### config.mk
export PLATFORM = sky130hd
export DESIGN_NAME = wwdc_top
export DESIGN_NICKNAME = d
export VERILOG_FILES = /design/src/wwdc_pkg.sv /design/src/wwdc_xfer.sv /design/src/wwdc_kick_sync.sv /design/src/wwdc_top.sv
export VERILOG_INCLUDE_DIRS = /design/src
export SDC_FILE = /design/constraint.sdc
export NUM_CORES = 1
export LEC_CHECK = 0
export ABC_CLOCK_PERIOD_IN_PS = 5800
export BUFFER_PORTS_ARGS = -buffer_cell sky130_fd_sc_hd__buf_2
export CAP_MARGIN = 25
export CELL_PAD_IN_SITES_DETAIL_PLACEMENT = 0
export CELL_PAD_IN_SITES_GLOBAL_PLACEMENT = 2
export CORE_MARGIN = 1
export CORE_UTILIZATION = 35
export DETAILED_ROUTE_END_ITERATION = 16
export GPL_ROUTABILITY_DRIVEN = 0
export PLACE_DENSITY_LB_ADDON = 0.1
export SETUP_SLACK_MARGIN = 0.4
export SLEW_MARGIN = 30
export SYNTH_ARGS = -nofsm -noshare
export SYNTH_HDL_FRONTEND = slang
export SYNTH_HIERARCHICAL = 1
export SYNTH_SLANG_ARGS = --single-unit
### constraint.sdc
create_clock -name clock -period 5.8 [get_ports clock]
set_input_delay 0.87 -clock clock [delete_from_list [all_inputs] [get_ports clock]]
set_output_delay 0.87 -clock clock [all_outputs]
set_load 0.01 [all_outputs]
### src/wwdc_cfg.svh
// Constants of the windowed watchdog control block.
// Assumes inclusion by bare name from the package and from each design and bench file.
`ifndef WWDC_CFG_SVH
`define WWDC_CFG_SVH

// Register indices; byte address is four times the index
`define WWDC_IDX_CONTROL  2'h0
`define WWDC_IDX_STATUS   2'h1
`define WWDC_IDX_GUARD    2'h2

// Field positions of the control register
`define WWDC_PERIOD_LSB   0
`define WWDC_PERIOD_MSB   3
`define WWDC_WINDOW_LSB   4
`define WWDC_WINDOW_MSB   7

// Field positions of the status register
`define WWDC_LOCK_BIT     7
`define WWDC_BUSY_BIT     0

// Reset values
`define WWDC_STATUS_RST   8'h00
`define WWDC_CONTROL_RST  8'h00

// Code table: code 1 gives the base length, each code doubles it
`define WWDC_MAX_CODE     4'hB
`define WWDC_BASE_TICKS   14'h0008

// Watchdog clock ticks needed to move a write or a kick across
`define WWDC_XFER_TICKS   2'h2
`define WWDC_KICK_TICKS   2'h2

// Unlock key (arbitrary value) and how many transfers it stays open
`define WWDC_GUARD_KEY    8'hA5
`define WWDC_GUARD_SPAN   3'h4

`endif

### src/wwdc_pkg.sv
// Types and helpers shared by the watchdog control files.
// Assumes the constants header sits in the same folder.
package wwdc_pkg;
    `include "wwdc_cfg.svh"

    // Four-bit length code of either field
    typedef logic [3:0] wwdc_code_t;

    // Phase of the watchdog count
    typedef enum logic [1:0] {WWDC_OFF, WWDC_OPEN, WWDC_CLOSED} wwdc_phase_t;

    // Length in watchdog ticks; reserved codes read as zero, i.e. off
    function automatic logic [13:0] wwdc_ticks(input wwdc_code_t code);
        logic [13:0] len;
        len = 14'h0000;
        if ((code != 4'h0) && (code <= `WWDC_MAX_CODE)) begin
            len = `WWDC_BASE_TICKS << (code - 4'h1);
        end
        return len;
    endfunction
endpackage

### src/wwdc_xfer.sv
// Moves a control write into the watchdog tick domain.
// Assumes wdtTick is a one-cycle pulse per watchdog clock period.
`timescale 1ns/10ps
`include "wwdc_cfg.svh"
module wwdc_xfer
    import wwdc_pkg::*;
(
    // Clock and reset
    input  wire logic       clock,
    input  wire logic       reset,
    // Watchdog time base
    input  wire logic       wdtTick,
    // Write to move
    input  wire logic       startXfer,
    input  wire logic [7:0] startValue,
    // Boot load, bypasses the transfer
    input  wire logic       bootLoad,
    input  wire logic [7:0] bootValue,
    // Results
    output logic            busy,
    output logic [7:0]      settled
);
    logic       busy_reg, busy_next;      // Transfer in flight
    logic [1:0] wait_reg, wait_next;      // Ticks seen so far
    logic [7:0] shadow_reg, shadow_next;  // Value being moved
    logic [7:0] settled_reg, settled_next;// Value in force

    // A start while busy is dropped; software polls busy first
    wire startTake = startXfer && !busy_reg;
    wire done      = busy_reg && wdtTick && (wait_reg == `WWDC_XFER_TICKS - 2'h1);

    assign busy_next    = startTake || (busy_reg && !done);
    assign wait_next    = startTake ? 2'h0 : (busy_reg && wdtTick) ? wait_reg + 2'h1 : wait_reg;
    assign shadow_next  = startTake ? startValue : shadow_reg;
    assign settled_next = bootLoad ? bootValue : done ? shadow_reg : settled_reg;

    // State registers
    always_ff @(posedge clock) begin
        if (reset) begin
            busy_reg    <= 1'b0;
            wait_reg    <= 2'h0;
            shadow_reg  <= `WWDC_CONTROL_RST;
            settled_reg <= `WWDC_CONTROL_RST;
        end else begin
            busy_reg    <= busy_next;
            wait_reg    <= wait_next;
            shadow_reg  <= shadow_next;
            settled_reg <= settled_next;
        end
    end

    assign busy    = busy_reg;
    assign settled = settled_reg;

    a_xfer_done_lands: assert property (@(posedge clock) disable iff (reset)
        done && !bootLoad |=> !busy_reg && settled_reg == $past(shadow_reg))
        else $error("transfer end did not clear busy or land value");
endmodule

### src/wwdc_kick_sync.sv
// Carries a kick into the watchdog tick domain.
// Assumes kickReq is a one-cycle pulse from the processor.
`timescale 1ns/10ps
`include "wwdc_cfg.svh"
module wwdc_kick_sync
    import wwdc_pkg::*;
(
    // Clock and reset
    input  wire logic clock,
    input  wire logic reset,
    // Time base and control
    input  wire logic wdtTick,
    input  wire logic kickReq,
    input  wire logic flush,
    // Results
    output logic      kickApply,
    output logic      kickBusy
);
    logic       pend_reg, pend_next;  // Kick waiting for ticks
    logic [1:0] wait_reg, wait_next;  // Ticks seen so far

    // A second kick while one is pending is ignored
    wire take = kickReq && !pend_reg && !flush;
    assign kickApply = pend_reg && wdtTick && !flush
                       && (wait_reg == `WWDC_KICK_TICKS - 2'h1);
    assign pend_next = !flush && (take || (pend_reg && !kickApply));
    assign wait_next = take ? 2'h0 : (pend_reg && wdtTick) ? wait_reg + 2'h1 : wait_reg;

    // State registers
    always_ff @(posedge clock) begin
        if (reset) begin
            pend_reg <= 1'b0;
            wait_reg <= 2'h0;
        end else begin
            pend_reg <= pend_next;
            wait_reg <= wait_next;
        end
    end

    assign kickBusy = pend_reg;
endmodule

### src/wwdc_top.sv
// Windowed watchdog control: APB registers, lock, guard and timer.
// Assumes wdtTick is a one-cycle pulse at the watchdog clock rate,
// and that all inputs are synchronous to clock.
//
// How it works
// - window code 1 to B turns windowed mode on
// - window code sets closed length, doubling per code
// - period code 1 to B enables the watchdog
// - period code sets normal timeout length
// - in windowed mode period sets open length
// - lock makes control register read-only
// - lock set by software, cleared only debugging
// - boot sets lock when period nonzero
// - lock changes only after guard unlock, or at boot
// - busy rises after each accepted control write
// - busy clears after transfer completes
// - control at index 0, status at 1
// - control register loads from boot fuse
// - missed kick before timeout resets system
// - kick in closed period resets system
//
// The APB register port was decided locally.
`timescale 1ns/10ps
`include "wwdc_cfg.svh"
module wwdc_top
    import wwdc_pkg::*;
(
    // Clock and reset
    input  wire logic        clock,
    input  wire logic        reset,
    // APB slave
    input  wire logic        psel,
    input  wire logic        penable,
    input  wire logic        pwrite,
    input  wire logic [3:0]  paddr,
    input  wire logic [31:0] pwdata,
    output logic [31:0]      prdata,
    output logic             pready,
    output logic             pslverr,
    // Boot and debug
    input  wire logic [7:0]  bootWatchdogFuse,
    input  wire logic        debugMode,
    input  wire logic        cpuHalted,
    // Watchdog time base and kick
    input  wire logic        wdtTick,
    input  wire logic        watchdogKick,
    // System reset request
    output logic             systemResetReq
);
    // Bus decode
    // Only pwdata[7:0] carries data; the upper bits are ignored
    wire        setup    = psel && !penable;       // First bus cycle
    wire        access   = psel && penable;        // Completing cycle
    wire [1:0]  regIdx   = paddr[3:2];             // Word index
    wire        aligned  = (paddr[1:0] == 2'h0);   // Word aligned
    wire        hitCtrl  = aligned && (regIdx == `WWDC_IDX_CONTROL);
    wire        hitStat  = aligned && (regIdx == `WWDC_IDX_STATUS);
    wire        hitGuard = aligned && (regIdx == `WWDC_IDX_GUARD);
    wire        mapped   = hitCtrl || hitStat || hitGuard;
    wire        wrCtrl   = access && pwrite && hitCtrl;
    wire        wrStat   = access && pwrite && hitStat;
    wire        wrGuard  = access && pwrite && hitGuard;

    // Stored state
    // All of it runs on clock; the watchdog time base arrives as wdtTick
    logic [7:0]  control_reg, control_next;  // Control as software sees it
    logic        lock_reg, lock_next;        // Write protection of control
    logic        boot_reg;                   // High for the first cycle
    logic [2:0]  guard_reg, guard_next;      // Transfers left after unlock
    logic [31:0] prdata_reg, prdata_next;    // Read data, held for access
    logic        fire_reg;                   // Registered reset request

    // Timer state
    wwdc_phase_t phase_reg, phase_next;      // Off, open or closed
    logic [13:0] count_reg, count_next;      // Ticks into current phase
    logic        fire;                       // Violation this cycle

    // Cross-domain helpers
    logic        busy;                       // Control write in flight
    logic [7:0]  settled;                    // Control value in force
    logic        kickApply;                  // Kick has reached the timer
    logic        kickBusy;                   // Kick still being carried

    // Boot handling
    wire        bootLoad  = boot_reg;
    wire [3:0]  fusePeriod = bootWatchdogFuse[`WWDC_PERIOD_MSB:`WWDC_PERIOD_LSB];
    wire        bootLock  = boot_reg && (fusePeriod != 4'h0);

    // The guard stands in for the processor's unlock sequence: the key
    // opens it for a few transfers and it then shuts by itself
    // guard opens only on the key
    wire        guardOpen = (guard_reg != 3'h0);
    wire        keyWrite  = wrGuard && (pwdata[7:0] == `WWDC_GUARD_KEY);

    // A refused write gives no bus error; software reads back to see
    // whether it landed
    // locked control ignores writes
    wire        ctrlTake  = wrCtrl && guardOpen && !lock_reg && !busy;

    // Clearing needs debug mode and the guard, so a runaway program
    // cannot switch the watchdog off
    // lock set by one, clear in debug
    wire        lockSet   = wrStat && guardOpen && pwdata[`WWDC_LOCK_BIT];
    wire        lockClr   = wrStat && guardOpen && !pwdata[`WWDC_LOCK_BIT] && debugMode;

    // Status word: lock on top, busy at the bottom, rest zero
    wire [7:0]  statusWord = {lock_reg, 6'h00, busy};

    // Read data are taken in the setup cycle, so a read shows the state
    // one cycle before its access completes; simpler than a late mux
    // Read selection; unmapped reads return zero
    wire [31:0] readMux = hitCtrl  ? {24'h000000, control_reg} :
                          hitStat  ? {24'h000000, statusWord} :
                          hitGuard ? {29'h0000000, guard_reg} :
                          32'h00000000;

    // Control next value
    // Software view only; the timer runs from the settled copy
    // boot fuse loads control
    assign control_next = bootLoad ? bootWatchdogFuse :
                          ctrlTake ? pwdata[7:0] : control_reg;

    // boot sets lock
    // Boot set wins over any software clear in the same cycle
    assign lock_next = bootLock || lockSet || (lock_reg && !lockClr);

    // Guard counts down on each completed transfer after the key
    // The key write itself reloads the count instead of using it up
    assign guard_next = keyWrite ? `WWDC_GUARD_SPAN :
                        (access && guardOpen) ? guard_reg - 3'h1 : guard_reg;

    // Read data captured in the setup cycle
    assign prdata_next = setup ? readMux : prdata_reg;

    // Register state
    always_ff @(posedge clock) begin
        if (reset) begin
            control_reg <= `WWDC_CONTROL_RST;
            lock_reg    <= 1'b0;
            boot_reg    <= 1'b1;
            guard_reg   <= 3'h0;
            prdata_reg  <= 32'h00000000;
        end else begin
            control_reg <= control_next;
            lock_reg    <= lock_next;
            boot_reg    <= 1'b0;
            guard_reg   <= guard_next;
            prdata_reg  <= prdata_next;
        end
    end

    // Bus answers: zero wait states, error on unmapped word
    // pslverr flags holes in the map only; refused writes stay silent
    // index map decoded above
    assign prdata  = prdata_reg;
    assign pready  = 1'b1;
    assign pslverr = access && !mapped;

    // Control write crossing into the tick domain
    // The timer never reads control_reg: a new setting counts only
    // once the transfer has landed and busy has dropped
    wwdc_xfer u_xfer (
        .clock      (clock),
        .reset      (reset),
        .wdtTick    (wdtTick),
        .startXfer  (ctrlTake),
        .startValue (pwdata[7:0]),
        .bootLoad   (bootLoad),
        .bootValue  (bootWatchdogFuse),
        .busy       (busy),
        .settled    (settled)
    );

    // Kick crossing; a halted processor flushes a pending kick
    // One kick is carried at a time; a second one meanwhile is dropped
    wwdc_kick_sync u_kick (
        .clock     (clock),
        .reset     (reset),
        .wdtTick   (wdtTick),
        .kickReq   (watchdogKick),
        .flush     (cpuHalted),
        .kickApply (kickApply),
        .kickBusy  (kickBusy)
    );

    // Lengths of the settings in force
    // Limitation: lengths count wdtTick pulses, so the timeouts are only
    // as accurate as the watchdog time base
    // closed length from window code
    wire [13:0] openLen   = wwdc_ticks(settled[`WWDC_PERIOD_MSB:`WWDC_PERIOD_LSB]);
    wire [13:0] closedLen = wwdc_ticks(settled[`WWDC_WINDOW_MSB:`WWDC_WINDOW_LSB]);
    wire        enabled   = (openLen != 14'h0000);
    wire        windowOn  = (closedLen != 14'h0000);
    wire        openEnd   = (count_reg == openLen - 14'h0001);
    wire        closedEnd = (count_reg == closedLen - 14'h0001);

    // Timer next state; the first period after enable or halt is open
    // A kick and a timeout tick in one cycle count as a kick
    always_comb begin
        phase_next = phase_reg;
        count_next = count_reg;
        fire       = 1'b0;
        if (!enabled) begin
            phase_next = WWDC_OFF;
            count_next = 14'h0000;
        end else if (cpuHalted) begin
            // Halted processor: count held at zero, open phase next
            phase_next = WWDC_OPEN;
            count_next = 14'h0000;
        end else begin
            unique case (phase_reg)
                WWDC_OFF: begin
                    phase_next = WWDC_OPEN;
                    count_next = 14'h0000;
                end
                WWDC_OPEN: begin
                    if (kickApply) begin
                        phase_next = windowOn ? WWDC_CLOSED : WWDC_OPEN;
                        count_next = 14'h0000;
                    end else if (wdtTick && openEnd) begin
                        fire       = 1'b1;
                        count_next = 14'h0000;
                    end else if (wdtTick) begin
                        count_next = count_reg + 14'h0001;
                    end
                end
                WWDC_CLOSED: begin
                    if (kickApply) begin
                        fire       = 1'b1;
                        phase_next = WWDC_OPEN;
                        count_next = 14'h0000;
                    end else if (!windowOn) begin
                        // Window switched off mid-period: fall back to open
                        phase_next = WWDC_OPEN;
                        count_next = 14'h0000;
                    end else if (wdtTick && closedEnd) begin
                        phase_next = WWDC_OPEN;
                        count_next = 14'h0000;
                    end else if (wdtTick) begin
                        count_next = count_reg + 14'h0001;
                    end
                end
            endcase
        end
    end

    // Timer registers
    // fire is registered so the reset request cannot glitch
    always_ff @(posedge clock) begin
        if (reset) begin
            phase_reg <= WWDC_OFF;
            count_reg <= 14'h0000;
            fire_reg  <= 1'b0;
        end else begin
            phase_reg <= phase_next;
            count_reg <= count_next;
            fire_reg  <= fire;
        end
    end

    // One-cycle system reset request, from a flip-flop
    assign systemResetReq = fire_reg;

    // Checks next to the logic they guard
    a_lock_holds_ctrl: assert property (@(posedge clock) disable iff (reset)
        lock_reg && wrCtrl && !boot_reg |=> control_reg == $past(control_reg))
        else $error("locked control register changed");

    a_lock_stays_set: assert property (@(posedge clock) disable iff (reset)
        lock_reg && !debugMode |=> lock_reg)
        else $error("lock cleared outside debug");

    a_boot_sets_lock: assert property (@(posedge clock) disable iff (reset)
        boot_reg && fusePeriod != 4'h0 |=> lock_reg && control_reg == $past(bootWatchdogFuse))
        else $error("boot did not load fuse or set lock");

    a_guard_needed: assert property (@(posedge clock) disable iff (reset)
        !guardOpen && !boot_reg |=> $stable(lock_reg) && $stable(control_reg))
        else $error("protected state changed without unlock");

    a_busy_follows: assert property (@(posedge clock) disable iff (reset)
        ctrlTake |=> busy ##0 statusWord[`WWDC_BUSY_BIT])
        else $error("busy not raised after control write");

    a_status_reset: assert property (@(posedge clock) disable iff (reset)
        $fell(reset) |-> statusWord == `WWDC_STATUS_RST)
        else $error("status not zero after reset");

    a_timeout_fires: assert property (@(posedge clock) disable iff (reset)
        phase_reg == WWDC_OPEN && enabled && !cpuHalted && !kickApply && wdtTick && openEnd
        |=> systemResetReq ##1 !systemResetReq)
        else $error("timeout did not give one reset pulse");

    a_closed_kick: assert property (@(posedge clock) disable iff (reset)
        phase_reg == WWDC_CLOSED && enabled && !cpuHalted && kickApply |=> systemResetReq)
        else $error("closed kick did not reset");

    a_window_enter: assert property (@(posedge clock) disable iff (reset)
        phase_reg == WWDC_OPEN && enabled && windowOn && !cpuHalted && kickApply
        |=> phase_reg == WWDC_CLOSED && count_reg == 14'h0000)
        else $error("window not entered on open kick");

    a_closed_length: assert property (@(posedge clock) disable iff (reset)
        phase_reg == WWDC_CLOSED && enabled && windowOn && !cpuHalted && !kickApply
        && wdtTick && closedEnd |=> phase_reg == WWDC_OPEN)
        else $error("closed period length wrong");

    a_disabled_off: assert property (@(posedge clock) disable iff (reset)
        !enabled |=> phase_reg == WWDC_OFF && !systemResetReq)
        else $error("disabled or reserved period still counting");

    // Checks on boot, guard, kick crossing, halt and open kick restart
    a_boot_loads_ctrl: assert property (@(posedge clock) disable iff (reset)
        boot_reg |=> control_reg == $past(bootWatchdogFuse)
        && settled == $past(bootWatchdogFuse))
        else $error("boot did not load fuse into control");

    a_guard_key_opens: assert property (@(posedge clock) disable iff (reset)
        keyWrite |=> guard_reg == `WWDC_GUARD_SPAN)
        else $error("key write did not open guard");

    a_kick_held: assert property (@(posedge clock) disable iff (reset)
        kickBusy && !cpuHalted && !kickApply |=> kickBusy)
        else $error("pending kick lost before it landed");

    a_halt_holds: assert property (@(posedge clock) disable iff (reset)
        enabled && cpuHalted |=> phase_reg == WWDC_OPEN && count_reg == 14'h0000
        && !kickBusy && !systemResetReq)
        else $error("halt did not clear count or drop kick");

    a_kick_restarts: assert property (@(posedge clock) disable iff (reset)
        phase_reg == WWDC_OPEN && enabled && !windowOn && !cpuHalted && kickApply
        |=> phase_reg == WWDC_OPEN && count_reg == 14'h0000 && !systemResetReq)
        else $error("open kick did not restart timeout");
endmodule

-- Word-level counts from Yosys, hierarchy flattened
Index checks and enable logic that the tools add are counted.
- add/subtract/negate cells: 8
- order comparisons: 2
- eq/ne operators: 13
- shift operators: 2
- mux-type cells: 30
- bitwise logic cells: 1
- reductions and logical operators: 71
- operator list (kind ; number):
    14-bit two-way mux ; 8
    8-bit two-way mux ; 6
    14-bit case mux with 3 select lines ; 1
    1-bit logical AND ; 36
    14-bit == test ; 2
    14-bit nonzero test ; 2
    4-bit by 4-bit left shift with 14-bit output, first input constant ; 2
    14-bit by 1-bit subtractor with 14-bit output, second input constant ; 2
    14-bit by 1-bit adder with 14-bit output, second input constant ; 1
    4-bit nonzero test ; 3
    1-bit zero test ; 10
    2-bit two-way mux ; 5
    3-bit two-way mux ; 3
    2-bit by 1-bit == test with 1-bit output, second input constant ; 4
    8-bit == test, second input constant ; 1
    4-bit <= comparator, second input constant ; 2
    2-bit OR reduction ; 4
    4-bit by 1-bit subtractor with 4-bit output, second input constant ; 2
    2-bit zero test ; 3
    1-bit logical OR ; 6
    2-bit case mux with 3 select lines ; 1
    2-bit nonzero test ; 3
    1-bit two-way mux ; 5
    5-bit by 4-bit != test with 1-bit output, second input constant ; 1
    other kinds (11) ; 14
- register bits after elaboration: 84
- input bits: 53
- word-level logic and storage cells: 143

-- Longest topological paths before layout
Gate-level depths: netlist of the first run.
- depth in word-level cells: 11
- gate-level depth with buffers: 13
- mapped depth without buffers: 9

-- Modules after synthesis
Netlist of the first run, hierarchy kept.
- by module, submodules not included (module ; times used ; cells each ; area each (µm²) ; sequential area each (µm²)):
    wwdc_top ; 1 ; 423 ; 3248.1 ; 760.7
    wwdc_xfer ; 1 ; 87 ; 843.3 ; 380.4
    wwdc_kick_sync ; 1 ; 15 ; 180.2 ; 60.1

-- Least setup slack after synthesis of the first run
No wires, ideal clock.
- path type: register -> register
- start: reg u_xfer.settled_reg[0], in the netlist u_xfer/settled[0]
- end: reg count_reg[0]
- setup time: 134 ps
- arrival: 2819 ps
- data required time: 5666 ps
- slack: 2847 ps
- cell stages (with the launch flop): 13
- buffers on the path: 3
- path through: dfxtp_1 -> clkbuf_1 -> nor2b_1 -> nand2_1 -> ha_1 -> clkbuf_1 -> xor2_1 -> xnor2_1 -> o311ai_0 -> or4_4 -> o311ai_4 -> buf_6 -> a211oi_1
- word-level cells in the longest chain between the ends: 9
- ends and longest elaborated chain (item ; line ; RTL):
    start: declaration ; wwdc_xfer.sv:26 ; logic [7:0] settled_reg, settled_next;
    start signal: assignment ; wwdc_xfer.sv:43 ; settled_reg <= `WWDC_CONTROL_RST;
    start signal: assignment ; wwdc_xfer.sv:48 ; settled_reg <= settled_next;
    4-bit by 1-bit subtractor with 4-bit output (tied with other cells) ; wwdc_pkg.sv:17 ; len = `WWDC_BASE_TICKS << (code - 4'h1);
    4-bit by 4-bit left shift with 14-bit output (no line) / 1-bit logical AND (equally long branches) ; -- ;
    14-bit two-way mux (*) ; wwdc_pkg.sv:16 ; if ((code != 4'h0) && (code <= `WWDC_MAX_CODE)) begin
    14-bit by 1-bit subtractor with 14-bit output ; wwdc_top.sv:194 ; wire openEnd = (count_reg == openLen - 14'h0001);
    14-bit == test ; wwdc_top.sv:194 ;
    1-bit logical AND ; wwdc_top.sv:220 ; end else if (wdtTick && openEnd) begin
    14-bit two-way mux ; wwdc_top.sv:220 ;
    14-bit two-way mux ; wwdc_top.sv:217 ; if (kickApply) begin
    14-bit case mux with 3 select lines ; wwdc_top.sv:211 ; unique case (phase_reg)
    end signal: assignment ; wwdc_top.sv:256 ; count_reg <= count_next;
    end: declaration ; wwdc_top.sv:75 ; logic [13:0] count_reg, count_next;
Mark *: on every way between the ends. The rest lies on a longest branch, timed or not.
A chain may end at the register's enable or synchronous reset.

-- Worst setup path after layout of the first run
- start: reg u_xfer.settled_reg[0], in the netlist u_xfer/settled[0]
- end: reg count_reg[12]
The elaborated chain is that of the path after synthesis.

==> results of run 1 <==
==> cells in the final DEF (no fill, tap or decap), drive strengths merged, types with 3 or more instances in the layout <==
cell / n
buf: 43
ha: 9
nand2: 38
nand3b: 3
nor3b: 3
inv: 24
nand3: 18
nor4: 7
nand4: 6
dfxtp: 60
conb: 25
nand2b: 15
and3: 7
nor3: 12
a211o: 6
mux2i: 19
or4: 4
o21ai: 13
o31ai: 4
a311oi: 3
and2: 5
a21oi: 28
clkbuf: 12
nor2b: 12
a221oi: 10
xnor2: 16
nor2: 43
o311ai: 4
a21boi: 3
a211oi: 27
or3: 3
xor2: 10
==> power groups by stage <==
| stage | clock network (uW) | registers [uW] | logic [uW] |
|---|---|---|---|
| after floorplan | 0 | 439 | 141 |
| after global placement | 0 | 456 | 154 |
| after detailed placement | 0 | 456 | 156 |
| after CTS | 583 | 448 | 156 |
| after global routing | 601 | 450 | 174 |
| final | 567 | 448 | 156 |
==> per-layer routing <==
layer | up-vias | routed length [um] | track usage [%]
li1 | 1874 | - | -
met1 | 1761 | 5751 | 26.12
met2 | 70 | 4823 | 27.70
met3 | 2 | 373 | 3.834
met4 | 0 | 53 | 4.444
met5 | - | 0 | 0
==> critical path, delay by kind of cell (launching register included) <==
kind | cells | cell delay, ps
DFF | 1 | 680
AOI/OAI and AO/OA | 4 | 1210
adders and majority gates | 1 | 350
and+or+nand+nor | 4 | 1090
==> stage by stage <==
stage	setup slack, ps	utilization, %	hold slack [ps]	instance area, um^2
4_1_cts	2269	40.36	451.3	4707
3_3_place_gp	2225	37.62	438.6	4388
3_5_place_dp	2284	37.62	443.7	4388
2_1_floorplan	2847	-	444.6	4358
6_report	2305	40.36	446.0	4707
5_1_grt	2005	40.36	471.5	4707
==> worst paths after layout <==
| kind | cells past startpoint | slack [ps] | end | from |
|---|---|---|---|---|
| worst min register to register | 2 | 450 | prdata[4]$_SDFFE_PP0P_ | prdata[4]$_SDFFE_PP0P_ |
| worst min-delay path | 2 | 450 | prdata[4]$_SDFFE_PP0P_ | prdata[4]$_SDFFE_PP0P_ |
| worst max-delay path | 9 | 2300 | count_reg[12]$_SDFF_PP0_ | u_xfer/settled[0]$_SDFFE_PP0P_ |
| worst max register to register | 9 | 2300 | count_reg[12]$_SDFF_PP0_ | u_xfer/settled[0]$_SDFFE_PP0P_ |
==> layout make-up <==
type | instances | area [um^2] | share of cell area, %
Tap cell | 143 | 178.9 | 3.801
Inverter | 24 | 90.09 | 1.914
Timing Repair Buffer | 43 | 227.7 | 4.838
Clock inverter | 4 | 72.57 | 1.542
Sequential cell | 60 | 1201 | 25.52
Clock buffer | 12 | 246.5 | 5.237
Multi-Input combinational cell | 398 | 2690 | 57.15
==> cells by family after synthesis <==
group / share of synthesized area [%]
adder cells (fa/ha/maj): 2.636
buffers and inverters: 11.07
AND/OR/NAND/NOR: 25.16
AO/OA/AOI/OAI: 22.53
other: 0.1758
XOR/XNOR: 5.331
multiplexers: 4.979
flip-flops: 28.12
==> run summary, run 1 <==
area grow syn2layout: 10.19%
Via Count: 3707
Synth Area per Inst: 8.136 um^2
Detail Route Antenna Nets: 0
Clk Latency, worst-skew pair: 320 ps
clock power share: 48.4%
Final period util: 60.27%
aggregate global-route resource usage: 18.20%
share of cells above drive strength 1: 15.53%
htree depth: 3
Clock Tree Buf Depth: 2
Num CTS Buffers: 9
post-CTS sizing: 0
Synth Cell Area: 0.004272 mm^2
TNS Setup: 0 ps
Pint: 874.1 uW
Net Sw Power: 296.6 uW
Hold Buf Count CTS: 0
Yosys cell types: 77
CTS clk-pin slew, worst paths: 50 ps
row cnt: 39
most frequent cells after synthesis: 60 x dfxtp_1, 43 x nor2_1, 38 x nand2_1
Pre-antenna DRT Iters: 4
max incr delay on CP: 680 ps
Slew Limit Fails: 0
CP max FO: 18
post-synth top area share: 28.12%
number of diodes: 0
initial antenna violation count: 0
Final Critical Period: 3495 ps
clock tree root driver cell: clkbuf_16
Synth Flop Type: dfxtp_1
Clock Sinks: 60
Synth area leader: dfxtp_1
Placed Cells: 668
Post-synth EDFFs: 0
Seq/Total Area, Yosys: 28.12%
first-pass GRT wire length: 18330 um
synth warn: 6
Yosys reg bits: 60
overall power: 1171 uW
unrepaired setup endpoints after global routing: no
Hold Crit Class: reg -> reg
slew margin rel.: 37.21%
Residual DRC: 0
vias in the first global route: 3500
routed length per instance: 16.08 um
most common cell in the synthesized netlist: dfxtp_1
Fmax: 286.1 MHz
crit path cell chain: nor2b_1 -> nand2_1 -> ha_1 -> and2_1 -> a311oi_1 -> o311ai_0 -> or4_4 -> o311ai_4 -> a211oi_1
CTS tree: done
Layout Nets: 598
PwrDens: 248.7 mW/mm^2
die area: 0.01265 mm^2
Worst Path Arrival: 3660 ps
Gate power share: 13.3%
core box area: 0.01166 mm^2
status: complete, no violations
Leakage: 0.001728 uW
Max VDD drop: 0.0001467 V
Post-CTS Repair Setup Buffers: 0
Crit. End Element: register
Fill cells: 1213
drt initial violations: 215
Switching Share: 25.33%
startpoint types: register
vias per inst: 5.420
Slowest cell on crit path: dfxtp_1
CP Class: reg -> reg
Slew @ Worst Pin: 941.8 ps
Die Ht: 112.5 um
Initial Util: 36.63%
Largest register FFs: 14
Synth async-reset ratio: 0%
num ports: 88
WL final: 11000 um
Final Hold Vio Count: 0
DIE WIDTH: 112.5 um
dpl hpwl: 7997 um
Final setup viols: 0
gr ovfl total: 0
clk_skew: 5.258 ps
Data required, critical path: 5970 ps
top cells by area, synth: dfxtp_1 28%, a211oi_1 4.7%, buf_4 4.6%
part of the power in registers: 38.3%
largest net degree at the start of global routing: 46
cell count after synthesis: 525
Port Buf Inserts: 38
Non-Filler Instances: 684
max cap viols: 0
(Power assumes the default switching activity.)
==> run 2, diff against run 1 <==
--- a/config.mk
+++ b/config.mk
@@ -6,13 +6,14 @@
 export SDC_FILE = /design/constraint.sdc
 export NUM_CORES = 1
 export LEC_CHECK = 0
-export ABC_CLOCK_PERIOD_IN_PS = 5800
+export ABC_AREA = 1
+export ABC_CLOCK_PERIOD_IN_PS = 2900
 export BUFFER_PORTS_ARGS = -buffer_cell sky130_fd_sc_hd__buf_2
 export CAP_MARGIN = 25
 export CELL_PAD_IN_SITES_DETAIL_PLACEMENT = 0
 export CELL_PAD_IN_SITES_GLOBAL_PLACEMENT = 2
 export CORE_MARGIN = 1
-export CORE_UTILIZATION = 35
+export CORE_UTILIZATION = 26
 export DETAILED_ROUTE_END_ITERATION = 16
 export GPL_ROUTABILITY_DRIVEN = 0
 export PLACE_DENSITY_LB_ADDON = 0.1
==> constraint.sdc (replaced) <==
create_clock -name clock -period 2.9 [get_ports clock]
set_input_delay 0.435 -clock clock [delete_from_list [all_inputs] [get_ports clock]]
set_output_delay 0.435 -clock clock [all_outputs]
set_load 0.01 [all_outputs]
==> run 2 against run 1 <==
The run now ends with design-rule violations left. Hold slack worse by 79 ps. Utilization is 8.9 points lower. Die area rose by 25%. Sequential share of layout area up 0.54 points. Count of clock-buffer cells in the layout unchanged. Synthesized area fell by 7.1%. Flip-flop and latch count unchanged. First-iteration DRC count decreased by 30%. Sequential power rose by 94%. Via count up 2.0%. Critical path depth up 4. Largest cell class unchanged.
==> run summary, run 2 <==
status: finished, violations left
failing checks: design-rule violations
slew margin rel.: 57.49%
Synth async-reset ratio: 0%
gr ovfl total: 0
post-synthesis mux area share: 0%
Final setup viols: 0
DIE WIDTH: 125.6 um
Num CTS Buffers: 9
Clk Latency, worst-skew pair: 330 ps
aggregate global-route resource usage: 15.23%
most common cell in the synthesized netlist: nand2_1
worst setup path start: u_xfer/settled[2]$_SDFFE_PP0P_
Synth Cell Area: 0.003969 mm^2
TNS Setup: 0 ps
Max VDD drop: 0.0003044 V
clk_skew: 7.908 ps
CP Class: reg -> reg
FF-to-FF Start: u_xfer/settled[2]$_SDFFE_PP0P_
initial antenna violation count: 0
commonest non-fill, non-tap cell in the layout: nand2_1
largest family of logic cells by synthesized area: simple AND/OR/NAND/NOR gates
crit path cell chain: nor2_4 -> nand2_1 -> ha_2 -> nor2_2 -> inv_1 -> o21ai_2 -> nor2_1 -> nor3_1 -> nand2_1 -> nor2_1 -> nand4_1 -> nand2_4 -> a21oi_1
hold slack: 366.9 ps
WL final: 11480 um
most frequent cells in the layout: 157 x nand2_1, 58 x inv_1, 58 x dfxtp_1
Worst Path Arrival: 2450 ps
cell count after synthesis: 603
PwrDens: 488.6 mW/mm^2
largest net degree at the start of global routing: 21
max cap viols: 0
row cnt: 44
Fmax: 446.5 MHz
share of cells above drive strength 1: 17.26%
Clock Tree Buf Depth: 2
Slew Limit Fails: 0
vias in the first global route: 3712
top cells by area, synth: dfxtp_1 30%, nand2_1 15%, nand3_1 6.4%
htree depth: 3
CTS clk-pin slew, worst paths: 50 ps
Detail Route Antenna Nets: 0
Final Hold Vio Count: 0
Synth Flop Type: dfxtp_1
CTS tree: done
Final Critical Period: 2240 ps
Initial Util: 27.00%
simple-gate share of the synthesized area: 36.44%
synth warn: 6
num ports: 88
Leakage: 0.001956 uW
Largest register FFs: 14
first-pass GRT wire length: 18380 um
Fill cells: 1668
max incr delay on CP: 370 ps
vias per inst: 4.540
Synth Area per Inst: 6.582 um^2
Crit. End Element: register
post-synth top area share: 30.26%
Die Ht: 125.6 um
XOR/XNOR share of the synthesized area: 3.752%
startpoint types: register
routed length per instance: 13.78 um
Pre-antenna DRT Iters: 10
Slowest cell on crit path: dfxtp_1
placement-stage cell area: 0.004242 mm^2
Via Count: 3782
startpoint of the worst hold path: pwdata[5]
Yosys reg bits: 60
number of diodes: 0
core box area: 0.01470 mm^2
drt initial violations: 150
post-synthesis adder-cell area fraction: 2.837%
dpl hpwl: 8955 um
area grow syn2layout: 16.36%
Hold Buf Count CTS: 0
CP max FO: 7
clock tree root driver cell: clkbuf_16
Data required, critical path: 3110 ps
Final period util: 77.23%
complex-gate fraction of the synthesized area: 12.55%
unrepaired setup endpoints after global routing: no
Residual DRC: 2
Hold Crit Class: in -> reg
Port Buf Inserts: 38
Post-synth EDFFs: 0
Post-Layout Inst Area: 0.004618 mm^2
Slew @ Worst Pin: 637.0 ps
most frequent cells after synthesis: 158 x nand2_1, 60 x dfxtp_1, 60 x nor2_1
Clock Sinks: 60
die area: 0.01576 mm^2
Synth area leader: dfxtp_1
Yosys cell types: 46
Layout Nets: 707
Seq/Total Area, Yosys: 30.26%
## run 2: critical path: cells and delay by family (launching register included)
| family | cells | cell delay [ps] |
|---|---|---|
| fa+ha+maj | 1 | 220 |
| buf+inv | 1 | 80 |
| compound gates | 2 | 230 |
| simple gates | 9 | 1220 |
| flops | 1 | 370 |
## run 2: logic make-up after synthesis
| logic type | count (synthesis) |
|---|---|
| and+or+nand+nor | 320 |
| buffers and inverters | 108 |
| AOI/OAI and AO/OA | 87 |
| DFF | 60 |
| xor gates and xnor gates | 17 |
| adders and majority gates | 9 |
| other | 2 |
## run 2: worst paths after layout
| kind | endpoint | cells after the start | slack [ps] |
|---|---|---|---|
| worst max-delay path | count_reg[8]$_SDFF_PP0_ | 13 | 660 |
| worst min-delay path | u_xfer/shadow_reg[5]$_SDFFE_PP0P_ | 3 | 370 |
| worst min register to register | guard_reg[1]$_SDFFE_PP0P_ | 2 | 460 |
| worst max register to register | count_reg[8]$_SDFF_PP0_ | 13 | 660 |
## run 2: report_power, final
part           internal [uW]  switching (uW)
Clock                    730             395
Combinational           89.1             174
Sequential               847            21.2
## run 2: final cells by class
cell class	count	area, um^2	share of cell area (%)
clock buffer	12	266.5	5.771
clock inverter	3	45.04	0.9753
inverter	69	267.8	5.798
multi-input combinational	459	2355	50.99
sequential	60	1204	26.06
tap	184	230.2	4.985
timing repair buffer	46	250.2	5.419
## run 2: what timing repair did
item	in CTS	in global routing
gates resized for setup	0	17
setup buffers	0	1
hold endpoints to repair	0	0
setup endpoints to repair	0	24
## run 2: metrics by stage
stage | std cells | setup slack, ps | power (uW) | util (%)
after CTS | 831 | 446.3 | 2290 | 30.98
after global placement | 816 | 458.0 | 1144 | 28.86
final | 833 | 660.3 | 2256 | 31.42
after floorplan | 626 | 890.6 | 1086 | -
after global routing | 833 | 382.7 | 2362 | 31.42
after detailed placement | 816 | 456.5 | 1143 | 28.86
## run 2: layer usage
| layer | share of wire [%] | vias to the layer above | global-route usage [%] |
|---|---|---|---|
| met1 | 45 | 1713 | 16.75 |
| met4 | 1.8 | 0 | 5.022 |
| li1 | - | 1986 | - |
| met2 | 50 | 69 | 28.07 |
| met3 | 3.6 | 14 | 4.108 |
| met5 | 0 | - | 0 |
